[config.mk]
export PLATFORM = sky130hd
export DESIGN_NAME = gcdfs_pin_mux
export DESIGN_NICKNAME = d
export VERILOG_FILES = /design/src/core/gcdfs_pkg.sv /design/src/core/gcdfs_pin_mux.sv /design/src/core/gcdfs_pin_cell.sv
export SDC_FILE = /design/constraint.sdc
export NUM_CORES = 1
export LEC_CHECK = 0
export BUFFER_PORTS_ARGS = -buffer_cell sky130_fd_sc_hd__buf_4
export CAP_MARGIN = 20
export CORE_MARGIN = 3
export CORE_UTILIZATION = 30
export DETAILED_ROUTE_END_ITERATION = 8
export MAX_ROUTING_LAYER = met4
export PLACE_DENSITY = 0.77
export SLEW_MARGIN = 25
export SYNTH_ARGS = -nofsm -noshare
export SYNTH_HDL_FRONTEND = slang
export SYNTH_SLANG_ARGS = --single-unit
[constraint.sdc]
create_clock -name mclk -period 1.8 [get_ports mclk]
set_clock_uncertainty 0.05 [all_clocks]
set_input_delay 0.27 -clock mclk [delete_from_list [all_inputs] [get_ports mclk]]
set_output_delay 0.27 -clock mclk [all_outputs]
set_load 0.01 [all_outputs]
[src/core/gcdfs_pkg.sv]
/*
  Constants for the port C / port D pin function select block: register
  indices, field layouts, select codes and the idle levels applied to
  peripheral inputs that no pin feeds.
  Assumes a 32-bit APB slave with byte addresses of four times the index.
*/
package gcdfs_pkg;

  // ----------------------------------------------------------------------
  // Register map (index, byte address is index times four)
  // ----------------------------------------------------------------------
  localparam logic [7:0] PORT_C_FUNCTION_SELECT_IDX = 8'h0E;
  localparam logic [7:0] PORT_D_FUNCTION_SELECT_IDX = 8'h0F;
  localparam logic [7:0] INTERNAL_SOURCE_SELECT_IDX = 8'h10;
  localparam int ADDR_W = 8;
  localparam int IDX_LSB = 2;

  // ----------------------------------------------------------------------
  // Field layouts
  // ----------------------------------------------------------------------
  localparam int C0_SEL_LSB = 0;
  localparam int C6_SEL_LSB = 1;
  localparam int D0_SEL_LSB = 0;
  localparam int D0_SEL_W = 3;
  localparam int D1_SEL_LSB = 3;
  localparam int D2_SEL_LSB = 5;
  localparam int D3_SEL_LSB = 7;
  localparam int D2B_SEL_W = 2;
  localparam int PWM_FAULT_INPUT_0_SRC_LSB = 0;
  localparam int TIMER_INPUT_2_SRC_LSB = 1;

  // Writable bits; everything else is reserved and reads zero
  localparam logic [15:0] PORT_C_MASK = 16'h0003;
  localparam logic [15:0] PORT_D_MASK = 16'h01FF;
  localparam logic [15:0] INTERNAL_MASK = 16'h0003;
  localparam logic [15:0] PORT_C_RESET = 16'h0000;
  localparam logic [15:0] PORT_D_RESET = 16'h0000;
  localparam logic [15:0] INTERNAL_RESET = 16'h0000;

  // ----------------------------------------------------------------------
  // Pin numbering inside the block and select slot codes
  // ----------------------------------------------------------------------
  localparam int NUM_PINS = 6;
  localparam int NUM_SLOTS = 8;
  localparam int PIN_C0 = 0;
  localparam int PIN_C6 = 1;
  localparam int PIN_D0 = 2;
  localparam int PIN_D1 = 3;
  localparam int PIN_D2 = 4;
  localparam int PIN_D3 = 5;

  localparam int SLOT_ANALOG_C = 0;  // C0 and C6 analog code
  localparam int SLOT_DIGITAL_C = 1; // C6 pwm_output_2, C0 pwm_fault_input_0
  localparam int SLOT_JTAG = 0;      // D0..D3 code 0
  localparam int SLOT_ANALOG_D = 1;
  localparam int SLOT_TIMER = 2;     // D1 T0, D3 T1
  localparam int SLOT_CMP_D = 3;     // D1 cmp2, D3 cmp1
  localparam int SLOT_D2_CMP = 2;
  localparam int SLOT_D0_SS = 2;
  localparam int SLOT_D0_TIMER_INPUT_2 = 3;
  localparam int SLOT_D0_CMP0 = 4;

  // Internal source choices
  localparam logic SRC_PIN = 1'b0;
  localparam logic SRC_ALT = 1'b1;

  // ----------------------------------------------------------------------
  // Constant levels for peripheral inputs with no pin feeding them
  // ----------------------------------------------------------------------
  localparam logic IDLE_TMS = 1'b1;
  localparam logic IDLE_TCK = 1'b0;
  localparam logic IDLE_TDI = 1'b1;
  localparam logic IDLE_SS_N = 1'b1;
  localparam logic IDLE_FAULT = 1'b0;
  localparam logic IDLE_TIMER = 1'b0;

endpackage

[src/core/gcdfs_pin_mux.sv]
/*
  Port C / port D pin function multiplexer with its APB register file.
  Assumes a zero-wait APB master on mclk, pads resolved outside from
  out/oe pairs, and peripheral enable bits supplied by the GPIO block.
*/
`timescale 1ns/1ps
`default_nettype none

// Operation
// C6 select 0 gives adc_b_input_4/comparator plus; 1 gives pwm_output_2.
// C0 select 0 gives adc_a_input_5/comparator minus; 1 gives fault input.
// D3 bits 8:7 pick TMS, adc_b_input_11, timer 1, comparator1 output.
// D2 bits 6:5 pick TCK, adc_a_input_4, comparator output; 11 reserved.
// D1 bits 4:3 pick TDO, adc_b_input_10, timer 0, comparator2 output.
// D0 bits 2:0 pick TDI, adc, slave select, timer input 2, cmp0.
// Internal select fields choose the source of multi-source inputs.
// Software keeps internal selects consistent with pin selects, enables.
// A GPIO-sourced input must be fed by exactly one configured pin.
// Software sets that pin's peripheral enable, giving peripheral control.
// A GPIO-sourced input with no feeding pin gets a constant level.
// Software should not change internal selects while peripheral runs.
// Reserved bits read zero, ignore writes; reserved codes connect nothing.
module gcdfs_pin_mux
  import gcdfs_pkg::*;
(
  input wire logic mclk,
  input wire logic sys_rst,
  // APB slave
  input wire logic psel,
  input wire logic penable,
  input wire logic pwrite,
  input wire logic [ADDR_W-1:0] paddr,
  input wire logic [31:0] pwdata,
  input wire logic [3:0] pstrb,
  output logic [31:0] prdata,
  output logic pready,
  output logic pslverr,
  // Pads, index 0 C0, 1 C6, 2 D0, 3 D1, 4 D2, 5 D3
  input wire logic [NUM_PINS-1:0] pinIn,
  output logic [NUM_PINS-1:0] pinOut,
  output logic [NUM_PINS-1:0] pinOe,
  output logic [NUM_PINS-1:0] analogConnect,
  // GPIO block
  input wire logic [NUM_PINS-1:0] gpioOut,
  input wire logic [NUM_PINS-1:0] gpioOe,
  input wire logic [NUM_PINS-1:0] pinPeripheralEnable,
  // Peripheral outputs toward pads
  input wire logic pwmOutput2,
  input wire logic jtagTdo,
  input wire logic jtagTdoOe,
  input wire logic timerChannel0Out,
  input wire logic timerChannel0Oe,
  input wire logic timerChannel1Out,
  input wire logic timerChannel1Oe,
  input wire logic spiSlaveSelectOut,
  input wire logic spiSlaveSelectOe,
  input wire logic comparator0Output,
  input wire logic comparator1Output,
  input wire logic comparator2Output,
  // Peripheral inputs from pads or on-chip comparators
  output logic jtagTms,
  output logic jtagTck,
  output logic jtagTdi,
  output logic timerChannel0In,
  output logic timerChannel1In,
  output logic timerInput2,
  output logic spiSlaveSelectInN,
  output logic pwmFaultInput0
);

  // ----------------------------------------------------------------------
  // Register state
  // ----------------------------------------------------------------------
  logic [15:0] portCSel_q;
  logic [15:0] portDSel_q;
  logic [15:0] internalSel_q;
  logic [31:0] prdata_q;
  logic [7:0] regIdx;
  logic wrStrobe;
  logic mapped;
  logic [15:0] byteMask;

  // Masks a 16-bit write by strobe and writable bits
  function automatic logic [15:0] mergeWrite(input logic [15:0] oldVal,
                                             input logic [15:0] newVal,
                                             input logic [15:0] lanes,
                                             input logic [15:0] fieldMask);
    logic [15:0] m;
    m = lanes & fieldMask;
    mergeWrite = (oldVal & ~m) | (newVal & m);
  endfunction

  // ----------------------------------------------------------------------
  // APB decode
  // ----------------------------------------------------------------------
  // Zero-wait slave; data is fetched in setup so prdata is a flop
  assign regIdx = {{IDX_LSB{1'b0}}, paddr[ADDR_W-1:IDX_LSB]};
  assign mapped = (regIdx == PORT_C_FUNCTION_SELECT_IDX) ||
                  (regIdx == PORT_D_FUNCTION_SELECT_IDX) ||
                  (regIdx == INTERNAL_SOURCE_SELECT_IDX);
  assign wrStrobe = psel && penable && pwrite && mapped;
  assign byteMask = {{8{pstrb[1]}}, {8{pstrb[0]}}};
  assign pready = 1'b1;
  assign pslverr = psel && penable && !mapped;  // Unmapped word
  assign prdata = prdata_q;

  // Read data capture during setup phase
  always_ff @(posedge mclk or posedge sys_rst) begin
    if (sys_rst) begin
      prdata_q <= 32'h0000_0000;
    end else if (psel && !penable) begin
      unique case (regIdx)
        PORT_C_FUNCTION_SELECT_IDX: prdata_q <= {16'h0000, portCSel_q};
        PORT_D_FUNCTION_SELECT_IDX: prdata_q <= {16'h0000, portDSel_q};
        INTERNAL_SOURCE_SELECT_IDX: prdata_q <= {16'h0000, internalSel_q};
        default: prdata_q <= 32'h0000_0000;
      endcase
    end
  end

  // Port C select register
  always_ff @(posedge mclk or posedge sys_rst) begin
    if (sys_rst) begin
      portCSel_q <= PORT_C_RESET;
    end else if (wrStrobe && regIdx == PORT_C_FUNCTION_SELECT_IDX) begin
      portCSel_q <= mergeWrite(portCSel_q, pwdata[15:0], byteMask,
                               PORT_C_MASK);
    end
  end

  // Port D select register
  always_ff @(posedge mclk or posedge sys_rst) begin
    if (sys_rst) begin
      portDSel_q <= PORT_D_RESET;
    end else if (wrStrobe && regIdx == PORT_D_FUNCTION_SELECT_IDX) begin
      portDSel_q <= mergeWrite(portDSel_q, pwdata[15:0], byteMask,
                               PORT_D_MASK);
    end
  end

  // Internal source select register; changes take effect at once
  always_ff @(posedge mclk or posedge sys_rst) begin
    if (sys_rst) begin
      internalSel_q <= INTERNAL_RESET;
    end else if (wrStrobe && regIdx == INTERNAL_SOURCE_SELECT_IDX) begin
      internalSel_q <= mergeWrite(internalSel_q, pwdata[15:0], byteMask,
                                  INTERNAL_MASK);
    end
  end

  // ----------------------------------------------------------------------
  // Per-pin select codes and slot tables
  // ----------------------------------------------------------------------
  logic [2:0] selCode [NUM_PINS];
  logic [NUM_SLOTS-1:0] slotOut [NUM_PINS];
  logic [NUM_SLOTS-1:0] slotOe [NUM_PINS];
  logic [NUM_SLOTS-1:0] slotHit [NUM_PINS];

  // Widens a one-bit pad field to the cell's three-bit code
  function automatic logic [2:0] oneBitCode(input logic fieldBit);
    oneBitCode = {2'h0, fieldBit};
  endfunction

  // Widens a two-bit pad field; shared by the three upper D pads
  function automatic logic [2:0] twoBitCode(input logic [15:0] regVal,
                                            input int lsb);
    twoBitCode = {1'b0, regVal[lsb +: D2B_SEL_W]};
  endfunction

  // Field extraction, narrower fields zero-extended
  always_comb begin
    selCode[PIN_C0] = oneBitCode(portCSel_q[C0_SEL_LSB]);
    selCode[PIN_C6] = oneBitCode(portCSel_q[C6_SEL_LSB]);
    selCode[PIN_D0] = portDSel_q[D0_SEL_LSB +: D0_SEL_W];
    selCode[PIN_D1] = twoBitCode(portDSel_q, D1_SEL_LSB);
    selCode[PIN_D2] = twoBitCode(portDSel_q, D2_SEL_LSB);
    selCode[PIN_D3] = twoBitCode(portDSel_q, D3_SEL_LSB);
  end

  // Outgoing functions per slot; unlisted slots stay undriven
  always_comb begin
    for (int p = 0; p < NUM_PINS; p++) begin
      slotOut[p] = '0;
      slotOe[p] = '0;  // Analog and reserved codes drive nothing
    end
    slotOut[PIN_C6][SLOT_DIGITAL_C] = pwmOutput2;
    slotOe[PIN_C6][SLOT_DIGITAL_C] = 1'b1;
    slotOut[PIN_D0][SLOT_D0_SS] = spiSlaveSelectOut;
    slotOe[PIN_D0][SLOT_D0_SS] = spiSlaveSelectOe;
    slotOut[PIN_D0][SLOT_D0_CMP0] = comparator0Output;
    slotOe[PIN_D0][SLOT_D0_CMP0] = 1'b1;
    slotOut[PIN_D1][SLOT_JTAG] = jtagTdo;
    slotOe[PIN_D1][SLOT_JTAG] = jtagTdoOe;
    slotOut[PIN_D1][SLOT_TIMER] = timerChannel0Out;
    slotOe[PIN_D1][SLOT_TIMER] = timerChannel0Oe;
    slotOut[PIN_D1][SLOT_CMP_D] = comparator2Output;
    slotOe[PIN_D1][SLOT_CMP_D] = 1'b1;
    slotOut[PIN_D2][SLOT_D2_CMP] = comparator1Output;
    slotOe[PIN_D2][SLOT_D2_CMP] = 1'b1;
    slotOut[PIN_D3][SLOT_TIMER] = timerChannel1Out;
    slotOe[PIN_D3][SLOT_TIMER] = timerChannel1Oe;
    slotOut[PIN_D3][SLOT_CMP_D] = comparator1Output;
    slotOe[PIN_D3][SLOT_CMP_D] = 1'b1;
  end

  // ----------------------------------------------------------------------
  // Pad cells
  // ----------------------------------------------------------------------
  for (genvar p = 0; p < NUM_PINS; p++) begin : g_cell
    gcdfs_pin_cell u_cell (
      .selCode(selCode[p]),
      .perEnable(pinPeripheralEnable[p]),
      .slotOut(slotOut[p]),
      .slotOe(slotOe[p]),
      .gpioOut(gpioOut[p]),
      .gpioOe(gpioOe[p]),
      .pinOut(pinOut[p]),
      .pinOe(pinOe[p]),
      .slotHit(slotHit[p])
    );
  end

  // Analog switch enables
  always_comb begin
    analogConnect[PIN_C0] = slotHit[PIN_C0][SLOT_ANALOG_C];
    analogConnect[PIN_C6] = slotHit[PIN_C6][SLOT_ANALOG_C];
    analogConnect[PIN_D0] = slotHit[PIN_D0][SLOT_ANALOG_D];
    analogConnect[PIN_D1] = slotHit[PIN_D1][SLOT_ANALOG_D];
    analogConnect[PIN_D2] = slotHit[PIN_D2][SLOT_ANALOG_D];
    analogConnect[PIN_D3] = slotHit[PIN_D3][SLOT_ANALOG_D];
  end

  // ----------------------------------------------------------------------
  // Peripheral inputs
  // ----------------------------------------------------------------------
  // Picks the pad level when routed, else a safe constant
  function automatic logic padOrIdle(input logic hit, input logic level,
                                     input logic idle);
    padOrIdle = hit ? level : idle;
  endfunction

  logic faultFromPin;
  logic tin2FromPin;

  // Inputs fed only from pads; unfed ones sit at idle levels
  always_comb begin
    jtagTms = padOrIdle(slotHit[PIN_D3][SLOT_JTAG], pinIn[PIN_D3],
                        IDLE_TMS);
    jtagTck = padOrIdle(slotHit[PIN_D2][SLOT_JTAG], pinIn[PIN_D2],
                        IDLE_TCK);
    jtagTdi = padOrIdle(slotHit[PIN_D0][SLOT_JTAG], pinIn[PIN_D0],
                        IDLE_TDI);
    timerChannel0In = padOrIdle(slotHit[PIN_D1][SLOT_TIMER], pinIn[PIN_D1],
                                IDLE_TIMER);
    timerChannel1In = padOrIdle(slotHit[PIN_D3][SLOT_TIMER], pinIn[PIN_D3],
                                IDLE_TIMER);
    spiSlaveSelectInN = padOrIdle(slotHit[PIN_D0][SLOT_D0_SS],
                                  pinIn[PIN_D0], IDLE_SS_N);
    faultFromPin = padOrIdle(slotHit[PIN_C0][SLOT_DIGITAL_C],
                             pinIn[PIN_C0], IDLE_FAULT);
    tin2FromPin = padOrIdle(slotHit[PIN_D0][SLOT_D0_TIMER_INPUT_2], pinIn[PIN_D0],
                            IDLE_TIMER);
  end

  // Multi-source inputs: pad path or on-chip comparator
  always_comb begin
    pwmFaultInput0 = (internalSel_q[PWM_FAULT_INPUT_0_SRC_LSB] == SRC_ALT) ?
                     comparator2Output : faultFromPin;
    timerInput2 = (internalSel_q[TIMER_INPUT_2_SRC_LSB] == SRC_ALT) ?
                  comparator0Output : tin2FromPin;
  end

endmodule // gcdfs_pin_mux

`default_nettype wire

[src/core/gcdfs_pin_cell.sv]
/*
  One pad's function router: picks a peripheral slot by select code, or
  hands the pad to GPIO when the peripheral enable is low.
  Assumes unused or reserved slots are presented with their enable low.
*/
`timescale 1ns/1ps
`default_nettype none

module gcdfs_pin_cell
  import gcdfs_pkg::*;
(
  input wire logic [2:0] selCode,
  input wire logic perEnable,
  input wire logic [NUM_SLOTS-1:0] slotOut,
  input wire logic [NUM_SLOTS-1:0] slotOe,
  input wire logic gpioOut,
  input wire logic gpioOe,
  output logic pinOut,
  output logic pinOe,
  output logic [NUM_SLOTS-1:0] slotHit
);

  // ----------------------------------------------------------------------
  // Slot routing
  // ----------------------------------------------------------------------
  // Peripheral owns the pad only while its enable bit is set
  always_comb begin
    slotHit = '0;
    pinOut = gpioOut;
    pinOe = gpioOe;
    if (perEnable) begin
      slotHit[selCode] = 1'b1;
      pinOut = slotOut[selCode];
      pinOe = slotOe[selCode];  // Reserved slot leaves pad undriven
    end
  end

endmodule // gcdfs_pin_cell

`default_nettype wire

* Word-level counts from Yosys, hierarchy flattened
Cells that the tools add are included.
Word-level totals: bits in registers 80, latch bits 0, RAM bits 0, ROM bits 0, input bits 85, output and inout port bits 60, memories 0
Operators by class: add/sub/neg operators 0, $mul 0, divide/modulo/power cells 0, $lt $le $gt $ge 12, eq/ne operators 3, shift-type cells 0, multiplexer cells 62, bitwise logic cells 10, reduce and logical (&&, ||, !) cells 18
Operator list (number):
- $and A16 B16 Y16 | 3
- $or A16 B16 Y16 | 3
- $pmux W16 S3 | 1
- $mux W1 | 42
- $and A16 B2 Y16 | 1
- $and A16 B9 Y16 | 1
- $not A2 Y16 | 1
- $not A9 Y16 | 1
- $logic_and A1 B1 Y1 | 14
- $bmux W1 S2 | 6
- $eq A6 B4 Y1 const B | 2
- $lt A2 B4 Y1 const B | 3
- $lt A1 B4 Y1 const B | 2
- $bmux W1 S3 | 2
- $demux W1 S2 | 3
- $eq A6 B5 Y1 const B | 1
- $ge A2 B1 Y1 const B | 3
- $mux W3 | 2
- $lt A3 B4 Y1 const B | 1
- $mux W2 | 2
- $mux W4 | 1
- $demux W1 S3 | 1
- $ge A3 B1 Y1 const B | 1
- $demux W1 S1 | 2
- other kinds (3) | 6

* Logic depth before layout (Yosys ltp)
Gate-level depths: netlist of run 1.
word-level depth 7, mapped depth 4, depth with buffers taken out 3

* Cells and area by module
Synthesis of run 1 repeated with hierarchy kept, for this count alone.
Unflattened totals: cells, all modules 292, area total of the unflattened synthesis 2538.7 µm²
By module, submodules not included:
- gcdfs_pin_cell | times used 6, cells each 28, area each 212.7 µm², sequential area each 0.0 µm²
- gcdfs_pin_mux | times used 1, cells each 124, area each 1262.5 µm², sequential area each 550.5 µm²

* Worst setup path before layout of run 1
OpenSTA, ideal clock, no wires.
kind input to register, start point input paddr[3], end point register (tool-made name), library setup time 0.128 ns, arrival 1.324 ns, path slack 0.299 ns, stages 3, path buffers 0, cell sequence or4b_4 -> nor4_4 -> mux2_1
RTL lines:
- start: declaration | RTL line gcdfs_pin_mux.sv:32 | input wire logic [ADDR_W-1:0] paddr,

* Worst setup path after layout of run 1
start point input paddr[3], end point output pslverr
Between the ends: cells in the longest elaborated chain, start to end 5
Ends and longest elaborated chain:
- $eq A6 B4 Y1, on equally long branches | RTL line gcdfs_pin_mux.sv:98, gcdfs_pin_mux.sv:99
- $logic_or A1 B1 Y1 | RTL line gcdfs_pin_mux.sv:98 | assign mapped = (regIdx == PORT_C_FUNCTION_SELECT_IDX) ||
- $logic_or A1 B1 Y1 (*) | RTL line gcdfs_pin_mux.sv:99 | (regIdx == PORT_D_FUNCTION_SELECT_IDX) ||
- $logic_not A1 Y1 (*) | RTL line gcdfs_pin_mux.sv:104 | assign pslverr = psel && penable && !mapped;
- $logic_and A1 B1 Y1 (*) | RTL line gcdfs_pin_mux.sv:104
- end: declaration | RTL line gcdfs_pin_mux.sv:37 | output logic pslverr,
Every way passes the cells marked *; elsewhere a longest branch is shown, timed or not.

==> out/metrics.yaml, run 1 <==
outcome: "completed"
area_growth_pct: 41.74
route.met3.wl_um: 290
rrSetupSlack_ps: 730
rows: 26
die_w_um: 80.34
die_area_sq_mm: 0.006454
die_y_um: 80.34
cap_violations: 0
critPathCaptureType: "output port"
syn_inst: 179
tritoncts: "yes"
yosysSeqAreaShare_pct: 33.21
vias: 1454
insertion_delay_ps: 250
p_leak_nw: 1.219
p_per_area_mw_per_mm2: 478.9
synth_largest_area_cell: "dfrtp_1"
routed_via_density: 4.340
avgSynthCellArea_sq_um: 9.262
n_antenna_cell: 0
worst_r2r_endpoint: "prdata[1]"
clk_pin_slew_ps: 70
tns_ps: 0
hpwl_um: 3299
final-hold-violation-count: 0
ir_drop_uv: 214.7
worstHoldStart: "pwdata[6]"
m1WireLength_um: 1568
antenna_found_initial: 0
wl_um: 3962
holdPathStages: 2
setup_violations: 0
hold_class: "in -> reg"
finalNetCount: 351
initial_core_util_pct: 31.65
cts_buffers: 3
grt_max_degree: 23
h-tree-depth: 1
drc: 0
ys_types: 37
grt_pass1_wl_um: 6113
required_ps: 1480
yosysMostFrequentCell: "buf_4"
yosys-top-cells-area: "dfrtp_1, buf_4, mux2_2"
r2r_cells: 3
firstDrtPassIters: 4
overflow: 0
fin_crit_ps: 1684
syn_area_sq_mm: 0.001658
ys.flop_type: "dfrtp_1"
min_period_over_period_pct: 93.57
ys_async_sr_fraction_pct: 100.0
core_sq_mm: 0.005238
clk_path_buf_depth: 2
wl_per_cell_um: 11.83
gp_congestion: 0.7350
rsz0062_at_grt: "false"
synth_top_area_share_pct: 33.21
ys_warn_count: 0
synth_edf_count: 0
highest_layer: "met4"
clock-root-buffer: "clkbuf_8"
synthTopCellsByCount: "buf_4, dfrtp_1, nand2_1, mux2_2, o21ai_0"
cts.sinks: 22
port_buffers: 92
synth_seq_cells: 22
drive_above_1_share_pct: 45.66
drt_iter0_markers: 20
wl_met2_um: 2091
ant_nets: 0
arrival_ps: 1360
boundaryPins: 145
first_global_vias: 1404
path_max_fanout: 4
grtUsageTotal_pct: 12.05
report.final.slew_viol_count: 0
cp-start-kind: "primary input"
p_total_mw: 1.125
fmax_mhz: 593.7
critical_path_class: "in -> out"
-- kinds of logic (layout without fill, tap and decap cells) --
kind of cell	Yosys count	in the layout	synth area share, %
flops	22	22	33.21
mux	19	19	12.60
other cells	2	24	0.4530
simple gates	59	59	23.47
compound gates	28	28	10.57
buf+inv	49	113	19.70
-- power breakdown --
group	internal [mW]	switching [mW]
sequential	0.502	0.0107
combinational	0.150	0.123
clock	0.194	0.145
total	0.846	0.279
-- layer usage --
metal	track usage, %	up-vias
li1	-	729
met1	13.45	665
met2	22.10	58
met3	2.803	2
met4	2.027	0
met5	-	-
-- worst max-delay path by stage --
stage	from	endpoint	slack [ps]	depth (start not counted)
2_1_floorplan	paddr[3]	flip-flop	300	3
3_5_place_dp	paddr[3]	flip-flop	100	4
4_1_cts	flip-flop	jtagTms	5	2
3_3_place_gp	paddr[3]	flip-flop	100	4
5_1_grt	flip-flop	pinOe[3]	40	4
6_report	paddr[3]	pslverr	120	5
-- cell usage in the layout (no fill, tap or decap), types with 4 or more instances in the layout --
cell,instances
buf_4,96
conb_1,24
nand2_1,22
dfrtp_1,22
mux2_2,13
o21ai_0,13
inv_1,11
nor2b_1,9
nand2b_1,5
mux2i_1,4
nand3_1,4
clkbuf_8,4
-- critical path, stage by stage --
cell and delay (ps):
buf_4 120, or4b_4 570, o21ai_0 170, a21oi_1 90, buf_4 140
-- per-stage QoR --
step	cell area, sq um	instances	setup slack (ps)	utilization [%]	hold WS (ps)
detailed placement	2263	329	98.22	43.22	280.5
finish	2350	335	115.8	44.86	196.5
floorplan	1740	201	298.5	-	209.2
global route	2350	335	39.19	44.86	184.5
global placement	2263	329	99.71	43.22	281.2
CTS	2336	335	4.720	44.60	188.9
-- what timing repair did --
item	4_1_cts	5_1_grt
endpoints found under the hold margin	1	0
buffers inserted	1	0
hold buffers	1	0
setup endpoints to repair	1	2
gates cloned	0	0
pin swaps	0	0
resized for setup	0	3
-- cell type report --
class                      count  area, sq um
clock buffer                   4        55.05
fill                         534         2888
inverter                      11        41.29
multi-input combinational    130        873.3
sequential                    22        550.5
tap                           70        87.58
timing repair buffer          98        742.0
No activity file was read; power rests on OpenSTA's default activity.
==> run 2, diff against run 1 <==
BUFFER_PORTS_ARGS = default   (was -buffer_cell sky130_fd_sc_hd__buf_4)
DONT_BUFFER_PORTS = 1   (was default)
PLACE_DENSITY = 0.55   (was 0.77)
==> out/metrics.yaml, run 2 (synthesis gave the netlist of run 1 again) <==
cap_violations: 0  # unchanged
ant_nets: 0  # unchanged
drive_above_1_share_pct: 15.79  # was 45.66%
vias: 1116  # was 1454
critPathBufInv: 0  # was 2
seqPwrFrac_pct: 54.9  # was 45.6%
p_per_area_mw_per_mm2: 575.5  # was 478.9 mW/mm^2
rrSetupSlack_ps: 720  # was 730 ps
p_leak_nw: 0.7429  # was 1.219 nW
tns_ps: 0  # unchanged
max_slew_margin_pct: 65.23
slowest_stage: "or4b_2"  # was or4b_4
final-hold-violation-count: 0  # unchanged
core_sq_mm: 0.005238  # unchanged
tritoncts: "yes"  # unchanged
wl_per_cell_um: 14.26  # was 11.83 um
cts.sinks: 22  # unchanged
max_stage_delay_ps: 730  # was 570 ps
grt_pass1_wl_um: 5085  # was 6113 um
first_global_vias: 1035  # was 1404
worst_hold_slack_ps: 93.02  # was 196.5 ps
regArea_sq_um: 551.8  # was 550.5 sq um
rows: 26  # unchanged
arrival_ps: 1430  # was 1360 ps
critPathCaptureType: "output port"  # unchanged
n_antenna_cell: 0  # unchanged
clk_path_buf_depth: 2  # unchanged
combPwrFrac_pct: 13.2  # was 24.3%
antenna_found_initial: 0  # unchanged
gp_congestion: 0.6951  # was 0.7350
port_buffers: 0  # was 92
dp.cells: 237  # was 329
report.final.slew_viol_count: 0  # unchanged
path_cells: "or4b_2"  # was buf_4, or4b_4, o21ai_0, a21oi_1, buf_4
power_frac_clock_pct: 31.9  # was 30.2%
layout_common_cells: "conb_1, nand2_1, dfrtp_1"  # was buf_4, conb_1, nand2_1, dfrtp_1
die_w_um: 80.34  # unchanged
p_switching_mw: 0.2412  # was 0.2791 mW
firstDrtPassIters: 4  # unchanged
die_y_um: 80.34  # unchanged
path_depth: 1  # was 5
r2r_cells: 3  # unchanged
holdPathStages: 1  # was 2
p_int_mw: 0.6941  # was 0.8462 mW
path_max_fanout: 7  # was 4
hold_class: "in -> reg"  # unchanged
required_ps: 1480  # about the same
n_fill_cell: 562  # was 534
fin_crit_ps: 1749  # was 1684 ps
min_period_over_period_pct: 97.17  # was 93.57%
overflow: 0  # unchanged
rsz0062_at_grt: "false"  # unchanged
clk_pin_slew_ps: 70  # about the same
grtUsageTotal_pct: 10.42  # was 12.05%
finalNetCount: 258  # was 351
tightestPinTransition_ps: 514.5
critical_path_class: "reg -> out"  # was in -> out
boundaryPins: 145  # unchanged
fmax_mhz: 571.7  # was 593.7 MHz
insertion_delay_ps: 260  # was 250 ps
cp-start-kind: "flip-flop"  # was primary input
area_growth_pct: -1.962  # was 41.74%
initial_core_util_pct: 31.65  # unchanged
switching_share_pct: 25.79  # was 24.80%
outcome: "completed"  # unchanged
wl_um: 3436  # was 3962 um
multi_input_area_sq_um: 863.3  # was 873.3 sq um
path_delay_family: "simple AND/OR/NAND/NOR gates"  # unchanged
hpwl_um: 2813  # was 3299 um
die_area_sq_mm: 0.006454  # unchanged
setup_violations: 0  # unchanged
routed_via_density: 4.631  # was 4.340
drt_iter0_markers: 32  # was 20
grt_max_degree: 23  # unchanged
clock-root-buffer: "clkbuf_8"  # unchanged
drc: 0  # unchanged
cts_buffers: 3  # unchanged
h-tree-depth: 1  # unchanged
final_common_cell: "conb_1"  # was buf_4
final_cells: 241  # was 335
postCtsSetupRepairBufs: 0  # was 1
ir_drop_uv: 439.3  # was 214.7 uV
## run 2: cell count changes in the layout (fill, tap and decap cells not counted), sizes merged
cell,before,now
buf,97,4
clkbuf,4,3
## run 2: worst paths after layout
kind,from,end
worst max register to register,flip-flop,prdata[1]
max in group asynchronous,sys_rst,asynchronous set/reset pin
worst min-delay path,pwdata[0],flip-flop
worst min register to register,prdata[6],prdata[6]
min in group asynchronous,sys_rst,asynchronous set/reset pin
worst max-delay path,flip-flop,jtagTms
## run 2: area by class of cell
class                      count  area share, %
sequential                    22          33.95
tap                           70          5.389
inverter                      11          2.540
clock buffer                   3          2.540
timing repair buffer           5          2.463
multi-input combinational    130          53.12
## run 2: routing by layer
metal	track usage, %	share of wire (%)
met5	-	0
met4	2.027	0.29
met3	3.812	9.4
met2	16.47	48
met1	12.87	42
## run 2: power by group through the flow
stage	Clock [mW]	Combinational, mW	Sequential, mW
3_5_place_dp	0	0.123	0.524
5_1_grt	0.341	0.139	0.516
4_1_cts	0.317	0.125	0.514
2_1_floorplan	0	0.169	0.520
3_3_place_gp	0	0.123	0.524
6_report	0.298	0.123	0.514
## run 2: worst reg2reg max path, cell delays in order (launching register included)
cell and delay (ps):
dfrtp_1 460, mux2i_1 170, o32ai_1 100, a22o_1 200
## run 2: repair_timing
| item | in CTS | in global routing |
|---|---|---|
| resized for setup | 0 | 1 |
| hold endpoints to repair | 22 | 0 |
| setup endpoints to repair | 0 | 1 |
| hold buffers | 1 | 0 |
## run 2: through the flow
step                worst slack, ps  power (mW)  area (sq um)  utilization, %
floorplan                     298.5      0.6890          1740               -
global placement              215.1      0.6464          1573           30.03
detailed placement            220.8      0.6470          1573           30.03
CTS                           16.59      0.9556          1624           31.01
global route                  3.370      0.9955          1625           31.03
finish                        50.96      0.9353          1625           31.03
==> run 3, diff against run 2 <==
CTS_BUF_LIST = sky130_fd_sc_hd__clkbuf_8   (was default)
RECOVER_POWER = 50   (was default)
==> out/metrics.yaml, run 3 (synthesis gave the netlist of run 1 again) <==
area_growth_pct: -3.019  # was -1.962%
cts_buffers: 3  # unchanged
outcome: "completed"  # unchanged
tightestPinTransition_ps: 559.8  # was 514.5 ps
final-hold-violation-count: 0  # unchanged
overflow: 0  # unchanged
worstHoldStart: "pwdata[0]"  # unchanged
wl_per_cell_um: 14.27  # was 14.26 um
port_buffers: 0  # unchanged
grtUsageTotal_pct: 10.42  # unchanged
rows: 26  # unchanged
hold_class: "in -> reg"  # unchanged
critPathBufInv: 0  # unchanged
fin_crit_ps: 1748  # was 1749 ps
rrSetupSlack_ps: 700  # was 720 ps
grt_pass1_wl_um: 5085  # unchanged
ir_drop_uv: 436.2  # was 439.3 uV
p_per_area_mw_per_mm2: 578.8  # was 575.5 mW/mm^2
max_slew_margin_pct: 62.68  # was 65.23%
boundaryPins: 145  # unchanged
layout_common_cells: "conb_1, nand2_1, dfrtp_1"  # unchanged
slowest_stage: "or4b_2"  # unchanged
fmax_mhz: 572.0  # was 571.7 MHz
fin_area_sq_mm: 0.001608  # was 0.001625 sq mm
cts.sinks: 22  # unchanged
rsz0062_at_grt: "false"  # unchanged
first_global_vias: 1035  # unchanged
tns_ps: 0  # unchanged
ant_nets: 0  # unchanged
final_common_cell: "conb_1"  # unchanged
die_y_um: 80.34  # unchanged
report.final.slew_viol_count: 0  # unchanged
required_ps: 1480  # about the same
clock-root-buffer: "clkbuf_8"  # unchanged
cp-start-kind: "flip-flop"  # unchanged
worst_r2r_endpoint: "prdata[1]"  # unchanged
dpl_cell_area_sq_mm: 0.001573  # unchanged
die_w_um: 80.34  # unchanged
r2r_cells: 3  # unchanged
die_area_sq_mm: 0.006454  # unchanged
cap_violations: 0  # unchanged
finalNetCount: 258  # unchanged
p_leak_nw: 0.7281  # was 0.7429 nW
hpwl_um: 2813  # unchanged
max_stage_delay_ps: 730  # about the same
routed_via_density: 4.643  # was 4.631
p_total_mw: 0.9306  # was 0.9353 mW
firstDrtPassIters: 4  # unchanged
initial_core_util_pct: 31.65  # unchanged
arrival_ps: 1430  # about the same
path_cells: "or4b_2"  # unchanged
drive_above_1_share_pct: 15.20  # was 15.79%
h-tree-depth: 1  # unchanged
vias: 1119  # was 1116
critical_path_class: "reg -> out"  # unchanged
clk_pin_slew_ps: 70  # about the same
tritoncts: "yes"  # unchanged
clk_path_buf_depth: 2  # unchanged
wl_um: 3440  # was 3436 um
drc: 0  # unchanged
postCtsSetupRepairBufs: 0  # unchanged
min_period_over_period_pct: 97.13  # was 97.17%
critPathCaptureType: "output port"  # unchanged
core_sq_mm: 0.005238  # unchanged
insertion_delay_ps: 260  # about the same
antenna_found_initial: 0  # unchanged
path_delay_family: "simple AND/OR/NAND/NOR gates"  # unchanged
drt_iter0_markers: 31  # was 32
path_max_fanout: 7  # unchanged
gp_congestion: 0.6951  # unchanged
setup_violations: 0  # unchanged
grt_max_degree: 23  # unchanged
n_antenna_cell: 0  # unchanged
holdPathStages: 1  # unchanged
==> run 3: cell types whose count changed in the layout (fill, tap and decap cells not counted) <==
cell      change
clkbuf_2      +1
nand4b_4      -1
nand4b_1      +1
buf_4         -1
==> run 3: report_power, final <==
| part | total, mW | switching, mW | internal (mW) |
|---|---|---|---|
| clock | 0.295 | 0.146 | 0.149 |
| sequential | 0.514 | 0.0117 | 0.502 |
| combinational | 0.122 | 0.0807 | 0.0411 |
| total | 0.931 | 0.238 | 0.692 |
==> run 3: per-stage QoR <==
stage / hold WS [ps] / util (%) / worst slack [ps] / std cells
4_1_cts: 84.75 / 31.01 / 16.59 / 241
6_report: 95.36 / 30.70 / 51.64 / 241
3_3_place_gp: 169.6 / 30.03 / 215.1 / 237
2_1_floorplan: 209.2 / - / 298.5 / 201
3_5_place_dp: 174.0 / 30.03 / 220.8 / 237
5_1_grt: 84.44 / 30.70 / 3.370 / 241
==> run 3: timing repair <==
item                                    CTS  global route
hold buffers                              1             0
gates resized for setup                   0             1
endpoints found under the hold margin    22             0
endpoints found under the setup margin    0             1
==> run 3: area by class of cell <==
cell class / count / area, sq um
Fill cell: 564 / 3630
Inverter: 11 / 41.29
Sequential cell: 22 / 551.8
Clock buffer: 3 / 41.29
Tap cell: 70 / 87.58
Multi-Input combinational cell: 130 / 848.3
Timing Repair Buffer: 5 / 37.54
==> run 3: worst max path at each step <==
stage / slack, ps / end / from / depth (start not counted)
floorplan: 300 / flip-flop / paddr[3] / 3
global placement: 220 / flip-flop / paddr[3] / 3
detailed placement: 220 / flip-flop / paddr[3] / 3
CTS: 20 / jtagTms / flip-flop / 1
global route: 3 / jtagTms / flip-flop / 1
finish: 50 / jtagTms / flip-flop / 1
==> run 3: metal layers <==
layer / up-vias / GRT usage (%) / routed length, um
met5: - / - / 0
met2: 58 / 16.47 / 1670
met4: 0 / 2.027 / 10
met3: 2 / 3.812 / 321
met1: 514 / 12.87 / 1437
li1: 545 / - / -
